==> src/trig_store_consts.vh <==
// Constants for the trigger, update-busy and store control block.
// Assumes a 200 MHz system clock; included by bare name.
`ifndef TRIG_STORE_CONSTS_VH
`define TRIG_STORE_CONSTS_VH

// Register offsets
`define OFS_STATUS       8'hd0
`define OFS_CODE         8'h21
`define OFS_MHI          8'h25
`define OFS_MLO          8'h26
`define OFS_SETUP        8'hd1
`define OFS_INSET        8'hd2
`define OFS_ACTION       8'hd3

// action_control fields
`define ACT_RESTART      3:0
`define ACT_PROG         4
`define ACT_RELOAD       5
`define ACT_SW_MHI       6
`define ACT_SW_MLO       7
`define ACT_SW_WAVE      8
`define ACT_TRIG_EN      10
`define RESTART_CODE     4'ha

// status fields
`define ST_UPD_BUSY      0
`define ST_STORE_BUSY    1
`define ST_USER_ALARM    2
`define ST_FACT_ALARM    3

// Other fields
`define INSET_FUNC       13:11
`define SETUP_PD         4:3
`define CODE_FIELD       11:2
`define PD_ON            2'h0
`define PD_10K           2'h1
`define PD_HIZ           2'h3

// Trigger function selects
`define FN_PWR_HIZ       3'h0
`define FN_PWR_10K       3'h1
`define FN_MARGIN        3'h2
`define FN_WAVE          3'h3
`define FN_ALARM_HI      3'h4
`define FN_ALARM_MID     3'h5
`define FN_ALARM_LO      3'h6
`define FN_ADDR          3'h7

// Factory defaults and the bits held in the store
`define DEF_SETUP        16'h01f8
`define DEF_ZERO         16'h0000
`define MASK_SETUP       16'h2fff
`define MASK_INSET       16'hf83f
`define MASK_ACTION      16'h0400
`define MASK_CODE        16'h0ffc
`define MASK_MARGIN      16'h0ff0

// Store geometry and timing
`define CRC_POLY         10'h233
`define CRC_ZERO         10'h000
`define STORE_WORDS      6
`define STORE_LAST       3'h5
`define STORE_STEP_NS    1000
`define CLK_NS           5
`define STORE_STEP_CYC   ((`STORE_STEP_NS + `CLK_NS - 1) / `CLK_NS)

`endif

==> src/trig_store_ctrl.v <==
// Trigger pin decoding, update-busy tracking and configuration store control.
// Assumes a register port driven by an I2C target engine on sys_clk, an
// asynchronous trigger pin, and a slew engine that reports done.
`timescale 1ns/100ps
`include "trig_store_consts.vh"

module trig_store_ctrl #(
  parameter [15:0] FACTORY_WORD = 16'h5a3c  // Factory region content, arbitrary value
) (
  input  wire        sys_clk,            // System clock, 200 MHz
  input  wire        rst,                // Power-on reset, synchronous, active high
  input  wire        reg_wr,             // Register write strobe
  input  wire        reg_rd,             // Register read strobe
  input  wire [7:0]  reg_addr,           // Register offset
  input  wire [15:0] reg_wdata,          // Register write data
  input  wire        frame_end,          // Write frame ended, one-cycle pulse
  input  wire        op_done,            // Margin transition finished, pulse
  input  wire        trigger_input_pin,  // Trigger pin, asynchronous
  output reg  [15:0] reg_rdata,          // Register read data
  output reg  [9:0]  output_code,        // Code applied to the output
  output reg  [1:0]  output_pd,          // Power-down state of the output
  output reg         margin_go,          // Start margin transition, pulse
  output reg         margin_to_high,     // Margin target is the upper code
  output reg         wave_run,           // Waveform generation running
  output reg  [2:0]  alarm_run,          // High, mid, low alarm patterns running
  output reg         addr_update_en,     // Target address update allowed
  output reg         update_busy,        // Converter update in progress
  output reg         store_busy,         // Store program or reload running
  output reg         user_alarm,         // User region CRC failed
  output reg         factory_alarm       // Factory region CRC failed
);

  localparam [1:0] S_IDLE = 2'h0;
  localparam [1:0] S_LOAD = 2'h1;
  localparam [1:0] S_PROG = 2'h2;
  localparam [1:0] S_BOOT = 2'h3;
  localparam integer STEP_CYC = `STORE_STEP_CYC;

  function [9:0] crc10;
    input [9:0]  c_in;
    input [15:0] d;
    integer      i;
    reg   [9:0]  c;
    begin
      c = c_in;
      for (i = 15; i >= 0; i = i - 1) begin
        if (c[9] ^ d[i])
          c = {c[8:0], 1'b0} ^ `CRC_POLY;
        else
          c = {c[8:0], 1'b0};
      end
      crc10 = c;
    end
  endfunction

  localparam [9:0] FACTORY_CRC = crc10(`CRC_ZERO, FACTORY_WORD);

  reg [15:0] setup;
  reg [15:0] inset;
  reg        trig_en;
  reg        reload_flag;
  reg [15:0] code;
  reg [15:0] mhi;
  reg [15:0] mlo;
  reg        code_pending;
  reg        margin_active;
  reg        margin_pend;
  reg        pend_high;
  reg        booting;
  reg        restart;
  reg [1:0]  state;
  reg [2:0]  idx;
  reg [7:0]  cnt;
  reg [9:0]  crc;
  reg [15:0] store_mem [0:`STORE_WORDS-1];
  reg [9:0]  store_crc;
  reg        pin_s1;
  reg        pin_s2;
  reg        pin_s3;
  integer    k;

  // Blank store holds factory defaults with a matching CRC
  initial begin
    for (k = 0; k < `STORE_WORDS; k = k + 1)
      store_mem[k] = (k == 0) ? (`DEF_SETUP & `MASK_SETUP) : `DEF_ZERO;
    store_crc = crc10(crc10(crc10(crc10(crc10(crc10(`CRC_ZERO, store_mem[0]),
                store_mem[1]), store_mem[2]), store_mem[3]), store_mem[4]), store_mem[5]);
  end

  // Trigger pin synchroniser; only pin_s2 and later are examined
  always @(posedge sys_clk) begin
    if (rst) begin
      pin_s1 <= 1'b0;
      pin_s2 <= 1'b0;
      pin_s3 <= 1'b0;
    end else begin
      pin_s1 <= trigger_input_pin;
      pin_s2 <= pin_s1;
      pin_s3 <= pin_s2;
    end
  end

  wire       pin_rise  = pin_s2 & ~pin_s3;
  wire       pin_fall  = ~pin_s2 & pin_s3;
  wire [2:0] func      = inset[`INSET_FUNC];
  wire       boot_cmd  = (state == S_BOOT) & trig_en;
  wire       edge_cmd  = (state != S_BOOT) & ~booting & trig_en & (pin_rise | pin_fall);
  wire       cmd_fire  = boot_cmd | edge_cmd;
  wire       cmd_up    = (state == S_BOOT) ? pin_s2 : pin_rise;
  wire       step_end  = (cnt == STEP_CYC[7:0] - 8'h01);
  wire       last_word = (idx == `STORE_LAST);
  wire       map_pwr   = trig_en & ((func == `FN_PWR_HIZ) | (func == `FN_PWR_10K));
  wire       map_mrg   = trig_en & (func == `FN_MARGIN);
  wire       map_wave  = trig_en & (func == `FN_WAVE);

  reg [15:0] prog_word;
  reg [15:0] load_mask;
  always @* begin
    case (idx)
      3'h0: begin prog_word = setup; load_mask = `MASK_SETUP; end
      3'h1: begin prog_word = inset; load_mask = `MASK_INSET; end
      3'h2: begin prog_word = {5'h00, trig_en, 10'h000}; load_mask = `MASK_ACTION; end
      3'h3: begin prog_word = code; load_mask = `MASK_CODE; end
      3'h4: begin prog_word = mhi; load_mask = `MASK_MARGIN; end
      default: begin prog_word = mlo; load_mask = `MASK_MARGIN; end
    endcase
  end

  wire [15:0] load_word = store_mem[idx] & load_mask;
  wire [9:0]  next_crc  = crc10(crc, (state == S_PROG) ? (prog_word & load_mask) : load_word);

  always @(posedge sys_clk) begin
    if (rst || restart) begin
      setup          <= `DEF_SETUP;
      inset          <= `DEF_ZERO;
      trig_en        <= 1'b0;
      reload_flag    <= 1'b0;
      code           <= `DEF_ZERO;
      mhi            <= `DEF_ZERO;
      mlo            <= `DEF_ZERO;
      code_pending   <= 1'b0;
      margin_active  <= 1'b0;
      margin_pend    <= 1'b0;
      pend_high      <= 1'b0;
      booting        <= 1'b1;
      restart        <= 1'b0;
      state          <= S_LOAD;
      store_busy     <= 1'b1;
      idx            <= 3'h0;
      cnt            <= 8'h00;
      crc            <= `CRC_ZERO;
      reg_rdata      <= 16'h0000;
      output_code    <= 10'h000;
      output_pd      <= `PD_HIZ;
      margin_go      <= 1'b0;
      margin_to_high <= 1'b0;
      wave_run       <= 1'b0;
      alarm_run      <= 3'h0;
      addr_update_en <= 1'b0;
      update_busy    <= 1'b0;
      user_alarm     <= 1'b0;
      factory_alarm  <= 1'b0;
    end else begin
      margin_go <= 1'b0;

      // Store sequencer: one word per step, CRC folded as words pass
      if (state == S_LOAD || state == S_PROG) begin
        cnt <= step_end ? 8'h00 : cnt + 8'h01;
        if (step_end) begin
          crc <= next_crc;
          idx <= idx + 3'h1;
          if (state == S_PROG) begin
            store_mem[idx] <= prog_word & load_mask;
          end else begin
            case (idx)
              3'h0: setup <= load_word | (`DEF_SETUP & ~`MASK_SETUP);
              3'h1: inset <= load_word;
              3'h2: trig_en <= load_word[`ACT_TRIG_EN];
              3'h3: code <= load_word;
              3'h4: mhi <= load_word;
              default: mlo <= load_word;
            endcase
          end
          if (last_word) begin
            idx        <= 3'h0;
            crc        <= `CRC_ZERO;
            if (state == S_PROG) begin
              store_crc  <= next_crc;
              state      <= S_IDLE;
              store_busy <= 1'b0;
            end else begin
              reload_flag <= 1'b0;
              output_code <= load_word[`CODE_FIELD];
              if (idx == 3'h3)
                output_code <= load_word[`CODE_FIELD];
              else
                output_code <= code[`CODE_FIELD];
              if (next_crc != store_crc)
                user_alarm <= 1'b1;
              if (crc10(`CRC_ZERO, FACTORY_WORD) != FACTORY_CRC)
                factory_alarm <= 1'b1;
              if (next_crc != store_crc || crc10(`CRC_ZERO, FACTORY_WORD) != FACTORY_CRC) begin
                setup       <= `DEF_SETUP;
                inset       <= `DEF_ZERO;
                trig_en     <= 1'b0;
                code        <= `DEF_ZERO;
                mhi         <= `DEF_ZERO;
                mlo         <= `DEF_ZERO;
                output_code <= 10'h000;
              end
              state      <= booting ? S_BOOT : S_IDLE;
              store_busy <= booting;
            end
          end
        end
      end else if (state == S_BOOT) begin
        state      <= S_IDLE;
        booting    <= 1'b0;
        store_busy <= 1'b0;
      end

      // Trigger pin commands
      if (cmd_fire) begin
        case (func)
          `FN_PWR_HIZ: setup[`SETUP_PD] <= cmd_up ? `PD_ON : `PD_HIZ;
          `FN_PWR_10K: setup[`SETUP_PD] <= cmd_up ? `PD_ON : `PD_10K;
          `FN_MARGIN: begin
            if (margin_active && !op_done) begin
              margin_pend <= 1'b1;
              pend_high   <= cmd_up;
            end else begin
              margin_go      <= 1'b1;
              margin_to_high <= cmd_up;
              margin_active  <= 1'b1;
              margin_pend    <= 1'b0;
            end
          end
          `FN_WAVE:      wave_run <= cmd_up;
          `FN_ALARM_HI:  alarm_run[2] <= cmd_up;
          `FN_ALARM_MID: alarm_run[1] <= cmd_up;
          `FN_ALARM_LO:  alarm_run[0] <= cmd_up;
          default:       addr_update_en <= cmd_up;
        endcase
      end else if (op_done && margin_active) begin
        margin_pend <= 1'b0;
        if (margin_pend) begin
          margin_go      <= 1'b1;
          margin_to_high <= pend_high;
        end else begin
          margin_active <= 1'b0;
        end
      end

      // Code reaches the output only when its write frame closes
      if (frame_end && code_pending && state == S_IDLE) begin
        output_code  <= code[`CODE_FIELD];
        code_pending <= 1'b0;
      end

      // Host writes; all refused while the store is busy
      if (reg_wr && state == S_IDLE) begin
        case (reg_addr)
          `OFS_CODE: begin
            code         <= reg_wdata;
            code_pending <= 1'b1;
          end
          `OFS_MHI:   mhi <= reg_wdata;
          `OFS_MLO:   mlo <= reg_wdata;
          `OFS_INSET: inset <= reg_wdata;
          `OFS_SETUP: begin
            setup <= reg_wdata;
            if (map_pwr)
              setup[`SETUP_PD] <= setup[`SETUP_PD];
          end
          `OFS_ACTION: begin
            trig_en <= reg_wdata[`ACT_TRIG_EN];
            if (!map_wave)
              wave_run <= reg_wdata[`ACT_SW_WAVE];
            if (!map_mrg && !margin_active &&
                (reg_wdata[`ACT_SW_MHI] ^ reg_wdata[`ACT_SW_MLO])) begin
              margin_go      <= 1'b1;
              margin_to_high <= reg_wdata[`ACT_SW_MHI];
              margin_active  <= 1'b1;
            end
            if (reg_wdata[`ACT_RESTART] == `RESTART_CODE) begin
              restart <= 1'b1;
            end else if (reg_wdata[`ACT_PROG]) begin
              state      <= S_PROG;
              store_busy <= 1'b1;
            end else if (reg_wdata[`ACT_RELOAD]) begin
              reload_flag <= 1'b1;
              state       <= S_LOAD;
              store_busy  <= 1'b1;
            end
          end
          default: ;
        endcase
      end

      // Register reads; the host keeps off the code and margin registers while store_busy is high
      if (reg_rd) begin
        case (reg_addr)
          `OFS_CODE:   reg_rdata <= code;
          `OFS_MHI:    reg_rdata <= mhi;
          `OFS_MLO:    reg_rdata <= mlo;
          `OFS_SETUP:  reg_rdata <= setup;
          `OFS_INSET:  reg_rdata <= inset;
          `OFS_ACTION: reg_rdata <= {5'h00, trig_en, 1'b0, wave_run, 2'h0, reload_flag, 5'h00};
          `OFS_STATUS: reg_rdata <= {12'h000, factory_alarm, user_alarm, store_busy, update_busy};
          default:     reg_rdata <= 16'h0000;
        endcase
      end

      output_pd   <= setup[`SETUP_PD];
      // Lags its causes by one cycle so the output stays a plain flop
      update_busy <= margin_active | wave_run | (|alarm_run);
    end
  end

endmodule

==> config.mk <==
export PLATFORM = sky130hd
export DESIGN_NAME = trig_store_ctrl
export DESIGN_NICKNAME = d
export VERILOG_FILES = /design/src/trig_store_ctrl.v
export VERILOG_INCLUDE_DIRS = /design/src
export SDC_FILE = /design/constraint.sdc
export NUM_CORES = 1
export LEC_CHECK = 0
export BUFFER_PORTS_ARGS = -buffer_cell sky130_fd_sc_hd__buf_4
export CAP_MARGIN = 20
export CORE_AREA = 5 5 137 191
export CTS_CLUSTER_SIZE = 10
export DETAILED_ROUTE_END_ITERATION = 16
export DIE_AREA = 0 0 142 196
export GPL_ROUTABILITY_DRIVEN = 1
export GPL_TIMING_DRIVEN = 0
export PLACE_DENSITY = 0.77
export RECOVER_POWER = 50
export SYNTH_ARGS = -nofsm -noshare
export SYNTH_HDL_FRONTEND = slang
export SYNTH_SLANG_ARGS = --single-unit
==> constraint.sdc <==
create_clock -name sys_clk -period 12.7 [get_ports sys_clk]
set_clock_uncertainty 0.05 [all_clocks]
set_input_delay 1.27 -clock sys_clk [delete_from_list [all_inputs] [get_ports sys_clk]]
set_output_delay 1.27 -clock sys_clk [all_outputs]
set_load 0.02 [all_outputs]
==> flow_summary.yaml, run 1 <==
synth:
  synth_area_leader_cell: "edfxtp_1"
  yosys_register_bits: 261
  synth_top_area_share_pct: 24.26
  ys_types: 84
  async_flop_share_pct: 0
  syn_avg_cell_area_um2: 9.881
  synth_edf_count: 106
  ys.flop_type: "dfxtp_1"
  synthTopCellsByArea: "edfxtp_1, dfxtp_1, a21oi_1"
  yosysMostFrequentCell: "dfxtp_1"
  synth_nets: 1367
  yosysSeqAreaShare_pct: 47.90
  synthTopCellsByCount: "dfxtp_1, a21oi_1, nand2_1"
  syn-instance-count: 1328
  syn-cell-area_um2: 13120
  yosys_warnings: 0
cts:
  root_buffer: "clkbuf_16"
  cts.clk_slew.worst_paths_ns: 0.06
  insertion_delay_ns: 0.56
  clock_sinks: 261
  cts_tree: "yes"
  postCtsSetupRepairBufs: 0
  clk_path_buf_depth: 3
  numCtsBuffers: 30
  cts-hold-fix-buffers: 0
  cts_max_level: 1
  cts_resized: 0
place:
  place.gp.congestion: 1.044
  port_buffers: 66
  hpwl_um: 37890
  dpl-instance-area_um2: 14140
global_routing:
  grt_first_pass_wirelength_um: 72760
  antenna_found_initial: 1
  grt_max_degree: 16
  grt_pass1_vias: 11370
  grt_overflow: 0
  grt_util_all_layers_pct: 35.09
floorplan:
  initial_utilization_pct: 53.93
  row_count: 68
  die_w_um: 142
  die_h_um: 196
  core_um2: 24330
  dieArea_um2: 27830
  pin_count: 70
timing:
  finalSetupTns_ns: 0
  finalHoldViolCount: 0
  rsz0062_at_grt: "no"
  drv_slew: 0
  worst_slew_pin_slew_ns: 1.133
  timing.fmax_ghz: 0.1366
  fin_crit_ns: 7.319
  finalCritPeriodShare_pct: 57.63
  relSlewSlack_pct: 23.88
  finalSetupViolCount: 0
route:
  wl_per_cell_um: 28.20
  vias: 11630
  vias_per_cell: 6.590
  drt_iter0_drc: 1180
  postRouteAntennaNets: 0
  routed_wl_um: 49780
  drc: 0
  firstDrtPassIters: 6
final_layout:
  fin_area_um2: 14800
  seq_area_um2: 6286
  drive_above_1_share_pct: 11.17
  antenna_cells: 0
  syn2layout_area_growth_pct: 12.80
  multi_input_area_um2: 6391
  final_util_pct: 60.83
  fin_nets: 1474
  fillers: 2158
worst_setup_path:
  cp_max_fo: 10
  end_kind: "flop"
  start_kind: "flop"
  worstSetupPathType: "flop to flop"
  arrival_ns: 7.75
  worstPathRequired_ns: 13.13
power_and_ir_drop:
  power_density_nw_per_um2: 113.1
  power_w: 0.001673
  leakage_nw: 4.882
  ir_drop_mv: 0.1017
flow_run:
  maxCapViolations: 0
status:
  run_status: "complete, no violations"
min_path:
  hp-class: "flop to flop"
## per-layer routing
layer	GRT usage (%)	wire length [um]	vias up
met2	58.01	23810	673
met4	25.60	4468	0
met1	41.12	17600	5581
met5	0	0	-
met3	5.096	3901	219
li1	-	-	5158
## critical path, cell delays in order, from the launching register on
cell and delay, ns:
dfxtp_1 0.44, clkbuf_1 0.46, clkbuf_1 0.51, inv_1 0.14, ha_1 0.22, clkbuf_1 0.25, inv_1 0.19, clkbuf_1 0.42
and2_0 0.51, a211oi_1 0.17, o31ai_1 0.90, xnor2_1 0.28, xnor2_1 0.47, xor3_1 0.62, a2111o_4 0.65, o31ai_4 0.46
buf_6 0.23, nand3_1 0.09, a21oi_1 0.13
## power breakdown
group           total, W  internal, W  leakage [nW]  switching [W]
sequential      0.000867     0.000867          2.27    0.000000786
combinational  0.0000424    0.0000122          2.22      0.0000302
clock           0.000764     0.000432         0.399       0.000331
total            0.00167      0.00131          4.88       0.000362
## flip-flops by register name, indices dropped and copies added (netlist names), 2 cells and up, named ones only
name and count:
alarm_run 3, cnt 8, code 16, crc 10
idx 3, inset 16, mhi 16, mlo 16
output_code 10, output_pd 2, reg_rdata 16, setup 16
state 2, store_crc 10, store_mem 96
## cells in the final DEF (no fill, tap or decap), types with 10 or more instances in the layout
cell | netlist | layout
edfxtp_1 | 106 | 106
nor3_1 | 19 | 18
mux2i_1 | 36 | 36
nand3_1 | 66 | 66
a222oi_1 | 10 | 10
a21oi_1 | 146 | 146
a31oi_1 | 38 | 38
inv_1 | 13 | 13
o211ai_1 | 10 | 10
mux2_2 | 33 | 33
a22oi_1 | 36 | 36
mux4_2 | 14 | 14
nand2_1 | 110 | 110
buf_2 | 15 | 13
xnor2_1 | 35 | 35
nor2_1 | 100 | 100
xor2_1 | 15 | 15
o21ai_0 | 92 | 92
nor2b_1 | 11 | 11
buf_4 | 2 | 29
clkbuf_16 | 0 | 30
clkbuf_1 | 64 | 126
dfxtp_1 | 155 | 155
nand4_1 | 20 | 20
and2_1 | 17 | 15
## final timing paths
| check | start | end | slack (ns) | depth (start not counted) |
|---|---|---|---|---|
| hold reg to reg | pin_s1$_SDFF_PP0_ | pin_s2$_SDFF_PP0_ | 0.39 | 1 |
| hold / removal | pin_s1$_SDFF_PP0_ | pin_s2$_SDFF_PP0_ | 0.39 | 1 |
| setup reg to reg | idx[2]$_SDFFE_PP0P_ | mlo[15]$_SDFF_PP0_ | 5.38 | 18 |
| setup / recovery | idx[2]$_SDFFE_PP0P_ | mlo[15]$_SDFF_PP0_ | 5.38 | 18 |
## per-stage QoR
| step | hold WS, ns | setup slack (ns) | std cells |
|---|---|---|---|
| after global routing | 0.4070 | 5.086 | 1765 |
| after floorplan | 0.3638 | 7.859 | 1328 |
| after CTS | 0.3960 | 6.024 | 1764 |
| after detailed placement | 0.3801 | 6.074 | 1717 |
| after global placement | 0.3766 | 6.272 | 1709 |
| final | 0.3949 | 5.381 | 1765 |
## area by class of cell
type	instances	share of cell area [%]
buffer	92	2.747
clock buffer	45	5.452
clock inverter	2	0.1691
inverter	14	0.3550
multi-input combinational	961	43.18
sequential	261	42.47
tap	315	2.663
timing repair buffer	75	2.967
## logic make-up (layout without fill, tap and decap cells)
| kind of cell | Yosys count | count (layout) | share of synthesized area (%) |
|---|---|---|---|
| other | 1 | 1 | 0.02858 |
| adders and majority gates | 9 | 9 | 0.8391 |
| muxes | 87 | 87 | 8.362 |
| AOI/OAI and AO/OA | 397 | 397 | 19.03 |
| buffers and inverters | 106 | 228 | 3.518 |
| DFF | 261 | 261 | 47.90 |
| and+or+nand+nor | 405 | 405 | 15.00 |
| xor gates and xnor gates | 62 | 62 | 5.320 |
No activity file was read; power rests on OpenSTA's default activity.
==> inputs of run 2 (changes only) <==
Settings changed: ABC_AREA set to 1, CORE_AREA 5 5 137 191 to 5 5 144 200, DIE_AREA 0 0 142 196 to 0 0 149 205, PLACE_DENSITY 0.77 to 0.8.
Clock period 12.7 ns to 6.52 ns, I/O delays scaled along.
==> flow_summary.yaml, run 2 <==
status:
  run_status: "complete, no violations"
cts:
  numCtsBuffers: 30
  clk_path_buf_depth: 3
  cts_tree: "yes"
  clock_sinks: 261
  cts.clk_slew.worst_paths_ns: 0.06
  insertion_delay_ns: 0.58
  cts-hold-fix-buffers: 0
  postCtsSetupRepairBufs: 0
  cts_max_level: 1
  root_buffer: "clkbuf_16"
  cts_resized: 0
global_routing:
  grt_pass1_vias: 14790
  use_met3_pct: 8.564
  grt_util_met1_pct: 46.96
  grt_max_degree: 17
  busiest_layer: "met2"
  grt_use_met2_pct: 65.67
  grt_first_pass_wirelength_um: 92810
  grt_overflow: 0
  grt_util_all_layers_pct: 41.42
  antenna_found_initial: 0
timing:
  finalSetupTns_ns: 0
  worst_slew_pin_slew_ns: 1.199
  drv_slew: 0
  timing.fmax_ghz: 0.1645
  finalHoldViolCount: 0
  finalSetupViolCount: 0
  finalCritPeriodShare_pct: 93.26
  whs_ns: 0.2105
  setup_ws_ns: 0.4393
  rsz0062_at_grt: "no"
  fin_crit_ns: 6.081
  relSlewSlack_pct: 20.03
worst_setup_path:
  arrival_ns: 6.51
  r2r_cells: 29
  cp_max_fo: 10
  crit_slowest_cell: "clkbuf_1"
  cp-startpoint: "idx[0]$_SDFFE_PP0P_"
  reg2reg_to: "mhi[14]$_SDFF_PP0_"
  cpPeakStageDelay_ns: 0.58
  start_kind: "flop"
  regToRegSetupSlack_ns: 0.44
  worstSetupPathType: "flop to flop"
  crit_top_cell: "nand2_1"
  end_kind: "flop"
  worstPathRequired_ns: 6.95
  worstSetupEndpoint: "mhi[14]$_SDFF_PP0_"
  r2r-start: "idx[0]$_SDFFE_PP0P_"
synth:
  synth.area.mux_share_pct: 0
  syn-instance-count: 1982
  yosys_register_bits: 261
  synthTopCellsByCount: "nand2_1, inv_1, o21ai_0"
  syn_avg_cell_area_um2: 7.304
  synthTopCellsByArea: "edfxtp_1, dfxtp_1, nand2_1"
  yosys_warnings: 0
  synth_nets: 2021
  synthSimpleGateAreaFrac_pct: 25.25
  yosysSeqAreaShare_pct: 43.42
  synth_xor_area_share_pct: 0.7865
  synth-adder-area-share_pct: 0.6914
  synth_top_area_share_pct: 21.99
  synth_top_family_by_area: "simple AND/OR/NAND/NOR gates"
  syn-cell-area_um2: 14480
  async_flop_share_pct: 0
  ys_types: 52
  synth_compound_area_share_pct: 19.70
  synth_area_leader_cell: "edfxtp_1"
  synth_edf_count: 106
  ys.flop_type: "dfxtp_1"
  yosysMostFrequentCell: "nand2_1"
route:
  postRouteAntennaNets: 0
  wl_per_cell_um: 26.03
  vias_per_cell: 6.209
  vias: 15340
  firstDrtPassIters: 6
  drc: 0
  routed_wl_um: 64320
  drt_iter0_drc: 1738
floorplan:
  dieArea_um2: 30550
  initial_utilization_pct: 53.96
  die_w_um: 149
  core_um2: 26830
  row_count: 71
  pin_count: 70
  die_h_um: 205
final_layout:
  antenna_cells: 0
  fin_nets: 2129
  syn2layout_area_growth_pct: 12.23
  final_common_cell: "nand2_1"
  final_cell_mix: "nand2_1, inv_1, o21ai_0"
  largest_reg_flops: 96
  largest_register: "store_mem"
  drive_above_1_share_pct: 8.072
  final_util_pct: 60.56
place:
  pre_cts_ws_ns: 0.9791
  place.gp.congestion: 1.094
  hpwl_um: 47260
  port_buffers: 67
power_and_ir_drop:
  power_density_nw_per_um2: 209.5
  leakage_nw: 6.264
  ir_drop_mv: 0.1676
  power_w: 0.003404
flow_run:
  maxCapViolations: 0
min_path:
  hold_depth: 2
  hp-class: "primary input to flop"
## run 2: changes by cell type in the layout (fill, tap and decap cells not counted), sizes merged, moves of 13 or more
cell   delta
mux2i    -38
a22oi    -36
o21ai   +151
mux2     -35
inv     +234
xor2     -13
nand2   +315
and2     -21
nand3    +82
nor2     +71
buf      +13
o22ai    +36
mux4     -14
xnor2    -31
## run 2: where the power goes
group          switching, W  leakage (nW)  internal [W]
registers        0.00000758          2.26       0.00169
logic             0.0000844          3.58     0.0000337
clock network      0.000680         0.426      0.000905
total              0.000772          6.26       0.00263
## run 2: cells by family after synthesis
group                      count (synthesis)
buffers and inverters                    359
adders and majority gates                  8
other                                      1
xor gates and xnor gates                  10
AOI/OAI and AO/OA                        523
and+or+nand+nor                          820
DFF                                      261
## run 2: worst min path at each step
| stage | end | slack (ns) | startpoint |
|---|---|---|---|
| after global placement | pin_s2$_SDFF_PP0_ | 0.34 | pin_s1$_SDFF_PP0_ |
| after detailed placement | pin_s2$_SDFF_PP0_ | 0.35 | pin_s1$_SDFF_PP0_ |
| after global routing | pin_s1$_SDFF_PP0_ | 0.22 | rst |
| after floorplan | pin_s2$_SDFF_PP0_ | 0.34 | pin_s1$_SDFF_PP0_ |
| after CTS | pin_s3$_SDFF_PP0_ | 0.20 | rst |
| final | pin_s1$_SDFF_PP0_ | 0.21 | rst |
## run 2: area by class of cell
cell class	instances	area, um^2
inverter	253	949.7
tap	365	456.7
clock buffer	48	879.6
multi-input combinational	1362	6740
buffer	106	501.7
sequential	261	6286
fill	2534	10580
timing repair buffer	76	432.9
## run 2: metrics by stage
| step | cells | instance area (um^2) |
|---|---|---|
| 2_1_floorplan | 1982 | 14480 |
| 6_report | 2471 | 16250 |
| 3_3_place_gp | 2414 | 15440 |
| 5_1_grt | 2471 | 16250 |
| 4_1_cts | 2471 | 16430 |
| 3_5_place_dp | 2423 | 15550 |
## run 2: routing by layer
metal / routed length, um / part of all wire [%]
met4: 6981 / 11
met1: 21530 / 33
met2: 28890 / 45
met5: 0 / 0
met3: 6919 / 11
## run 2: critical path, delay by kind of cell, from the launching register on
kind	cells	cell delay, ns
and+or+nand+nor	16	2.18
adders and majority gates	1	0.35
AOI/OAI and AO/OA	1	0.17
buffers and inverters	8	2.02
DFF	1	0.42
xor gates and xnor gates	3	0.77
==> inputs of run 3 (changes only) <==
==> constraint.sdc (replaced) <==
create_clock -name sys_clk -period 6.52 [get_ports sys_clk]
set_clock_uncertainty 0.05 [all_clocks]
set_input_delay 0 -clock sys_clk [delete_from_list [all_inputs] [get_ports sys_clk]]
set_output_delay 0 -clock sys_clk [all_outputs]
set_load 0.02 [all_outputs]
==> flow_summary.yaml, run 3 (synthesis results as in run 2) <==
cts:
  cts-hold-fix-buffers: 26
  cts_resized: 0
  cts.clk_slew.worst_paths_ns: 0.06
  numCtsBuffers: 30
  insertion_delay_ns: 0.58
  cts_max_level: 1
  clock_sinks: 261
  clk_path_buf_depth: 3
  postCtsSetupRepairBufs: 0
  cts_tree: "yes"
  root_buffer: "clkbuf_16"
floorplan:
  die_h_um: 205
  die_w_um: 149
  dieArea_um2: 30550
  core_um2: 26830
  initial_utilization_pct: 53.96
  row_count: 71
  pin_count: 70
global_routing:
  grt_max_degree: 17
  antenna_found_initial: 0
  grt_util_all_layers_pct: 41.73
  grt_pass1_vias: 14980
  grt_overflow: 0
  grt_first_pass_wirelength_um: 93610
final_layout:
  fin_nets: 2155
  fillers: 2500
  seq_area_um2: 6286
  antenna_cells: 0
  drive_above_1_share_pct: 8.021
  largest_reg_flops: 96
  final_common_cell: "nand2_1"
  multi_input_area_um2: 6740
  syn2layout_area_growth_pct: 14.04
  largest_register: "store_mem"
  fin_cells: 2497
  fin_area_um2: 16510
  final_cell_mix: "nand2_1, inv_1, o21ai_0"
min_path:
  hp-class: "primary input to flop"
  hold_start: "rst"
worst_setup_path:
  worstPathRequired_ns: 6.95
  start_kind: "flop"
  worstSetupPathType: "flop to flop"
  crit_top_cell: "nand2_1"
  end_kind: "flop"
  regToRegSetupSlack_ns: 0.52
  crit_slowest_cell: "clkbuf_1"
  cp_max_fo: 10
  cpPeakStageDelay_ns: 0.57
  r2r-start: "idx[0]$_SDFFE_PP0P_"
  cp-startpoint: "idx[0]$_SDFFE_PP0P_"
  arrival_ns: 6.43
route:
  drc: 0
  vias_per_cell: 6.223
  vias: 15540
  postRouteAntennaNets: 0
  drt_iter0_drc: 1749
  routed_wl_um: 64620
  firstDrtPassIters: 11
  wl_per_cell_um: 25.88
place:
  port_buffers: 67
  dpl-instance-area_um2: 15550
  place_inst: 2423
  place.gp.congestion: 1.094
  hpwl_um: 47260
flow_run:
  maxCapViolations: 0
timing:
  worst_slew_pin_slew_ns: 1.207
  timing.fmax_ghz: 0.1667
  whs_ns: 0.1065
  drv_slew: 0
  rsz0062_at_grt: "no"
  relSlewSlack_pct: 19.51
  fin_crit_ns: 6.000
  finalSetupViolCount: 0
  finalSetupTns_ns: 0
  finalHoldViolCount: 0
  finalCritPeriodShare_pct: 92.02
power_and_ir_drop:
  power_w: 0.003419
  ir_drop_mv: 0.1660
  leakage_nw: 6.372
  power_density_nw_per_um2: 207.1
status:
  run_status: "complete, no violations"
run 3: metal layers:
layer	wire length, um	GRT usage, %	up-vias
met3	6754	9.206	331
met2	29080	66.31	1070
li1	-	-	6968
met5	0	0	-
met4	6931	36.44	0
met1	21860	46.89	7170
run 3: per-stage QoR:
| step | util (%) | setup slack (ns) |
|---|---|---|
| after floorplan | - | 2.725 |
| after global placement | 57.54 | 0.5645 |
| after detailed placement | 57.95 | 0.9791 |
| after CTS | 62.20 | 0.9408 |
| after global routing | 61.53 | 0.2807 |
| final | 61.53 | 0.5201 |
run 3: final cells by class:
class	count	area share, %
inverter	253	5.753
buffer	106	3.047
timing repair buffer	102	4.199
sequential	261	38.08
multi-input combinational	1362	40.83
clock buffer	48	5.328
tap	365	2.766
run 3: path summary, 6_finish.rpt:
path / depth (start not counted) / to
worst max-delay path: 29 / mhi[14]$_SDFF_PP0_
worst min-delay path: 3 / pin_s3$_SDFF_PP0_
worst max register to register: 29 / mhi[14]$_SDFF_PP0_
worst min register to register: 2 / pin_s2$_SDFF_PP0_
run 3: report_power, final:
group	leakage [nW]	total (W)	internal [W]	switching, W
Sequential	2.26	0.00170	0.00169	0.00000767
Clock	0.426	0.00159	0.000906	0.000681
Combinational	3.68	0.000131	0.0000431	0.0000876
run 3: worst max-delay path: cells and delay by family (launching register included):
kind                       cells  cell delay, ns
DFF                            1            0.41
adders and majority gates      1            0.32
AOI/OAI and AO/OA              1            0.16
buffers and inverters          8            1.98
and+or+nand+nor               16            2.18
xor gates and xnor gates       3            0.78
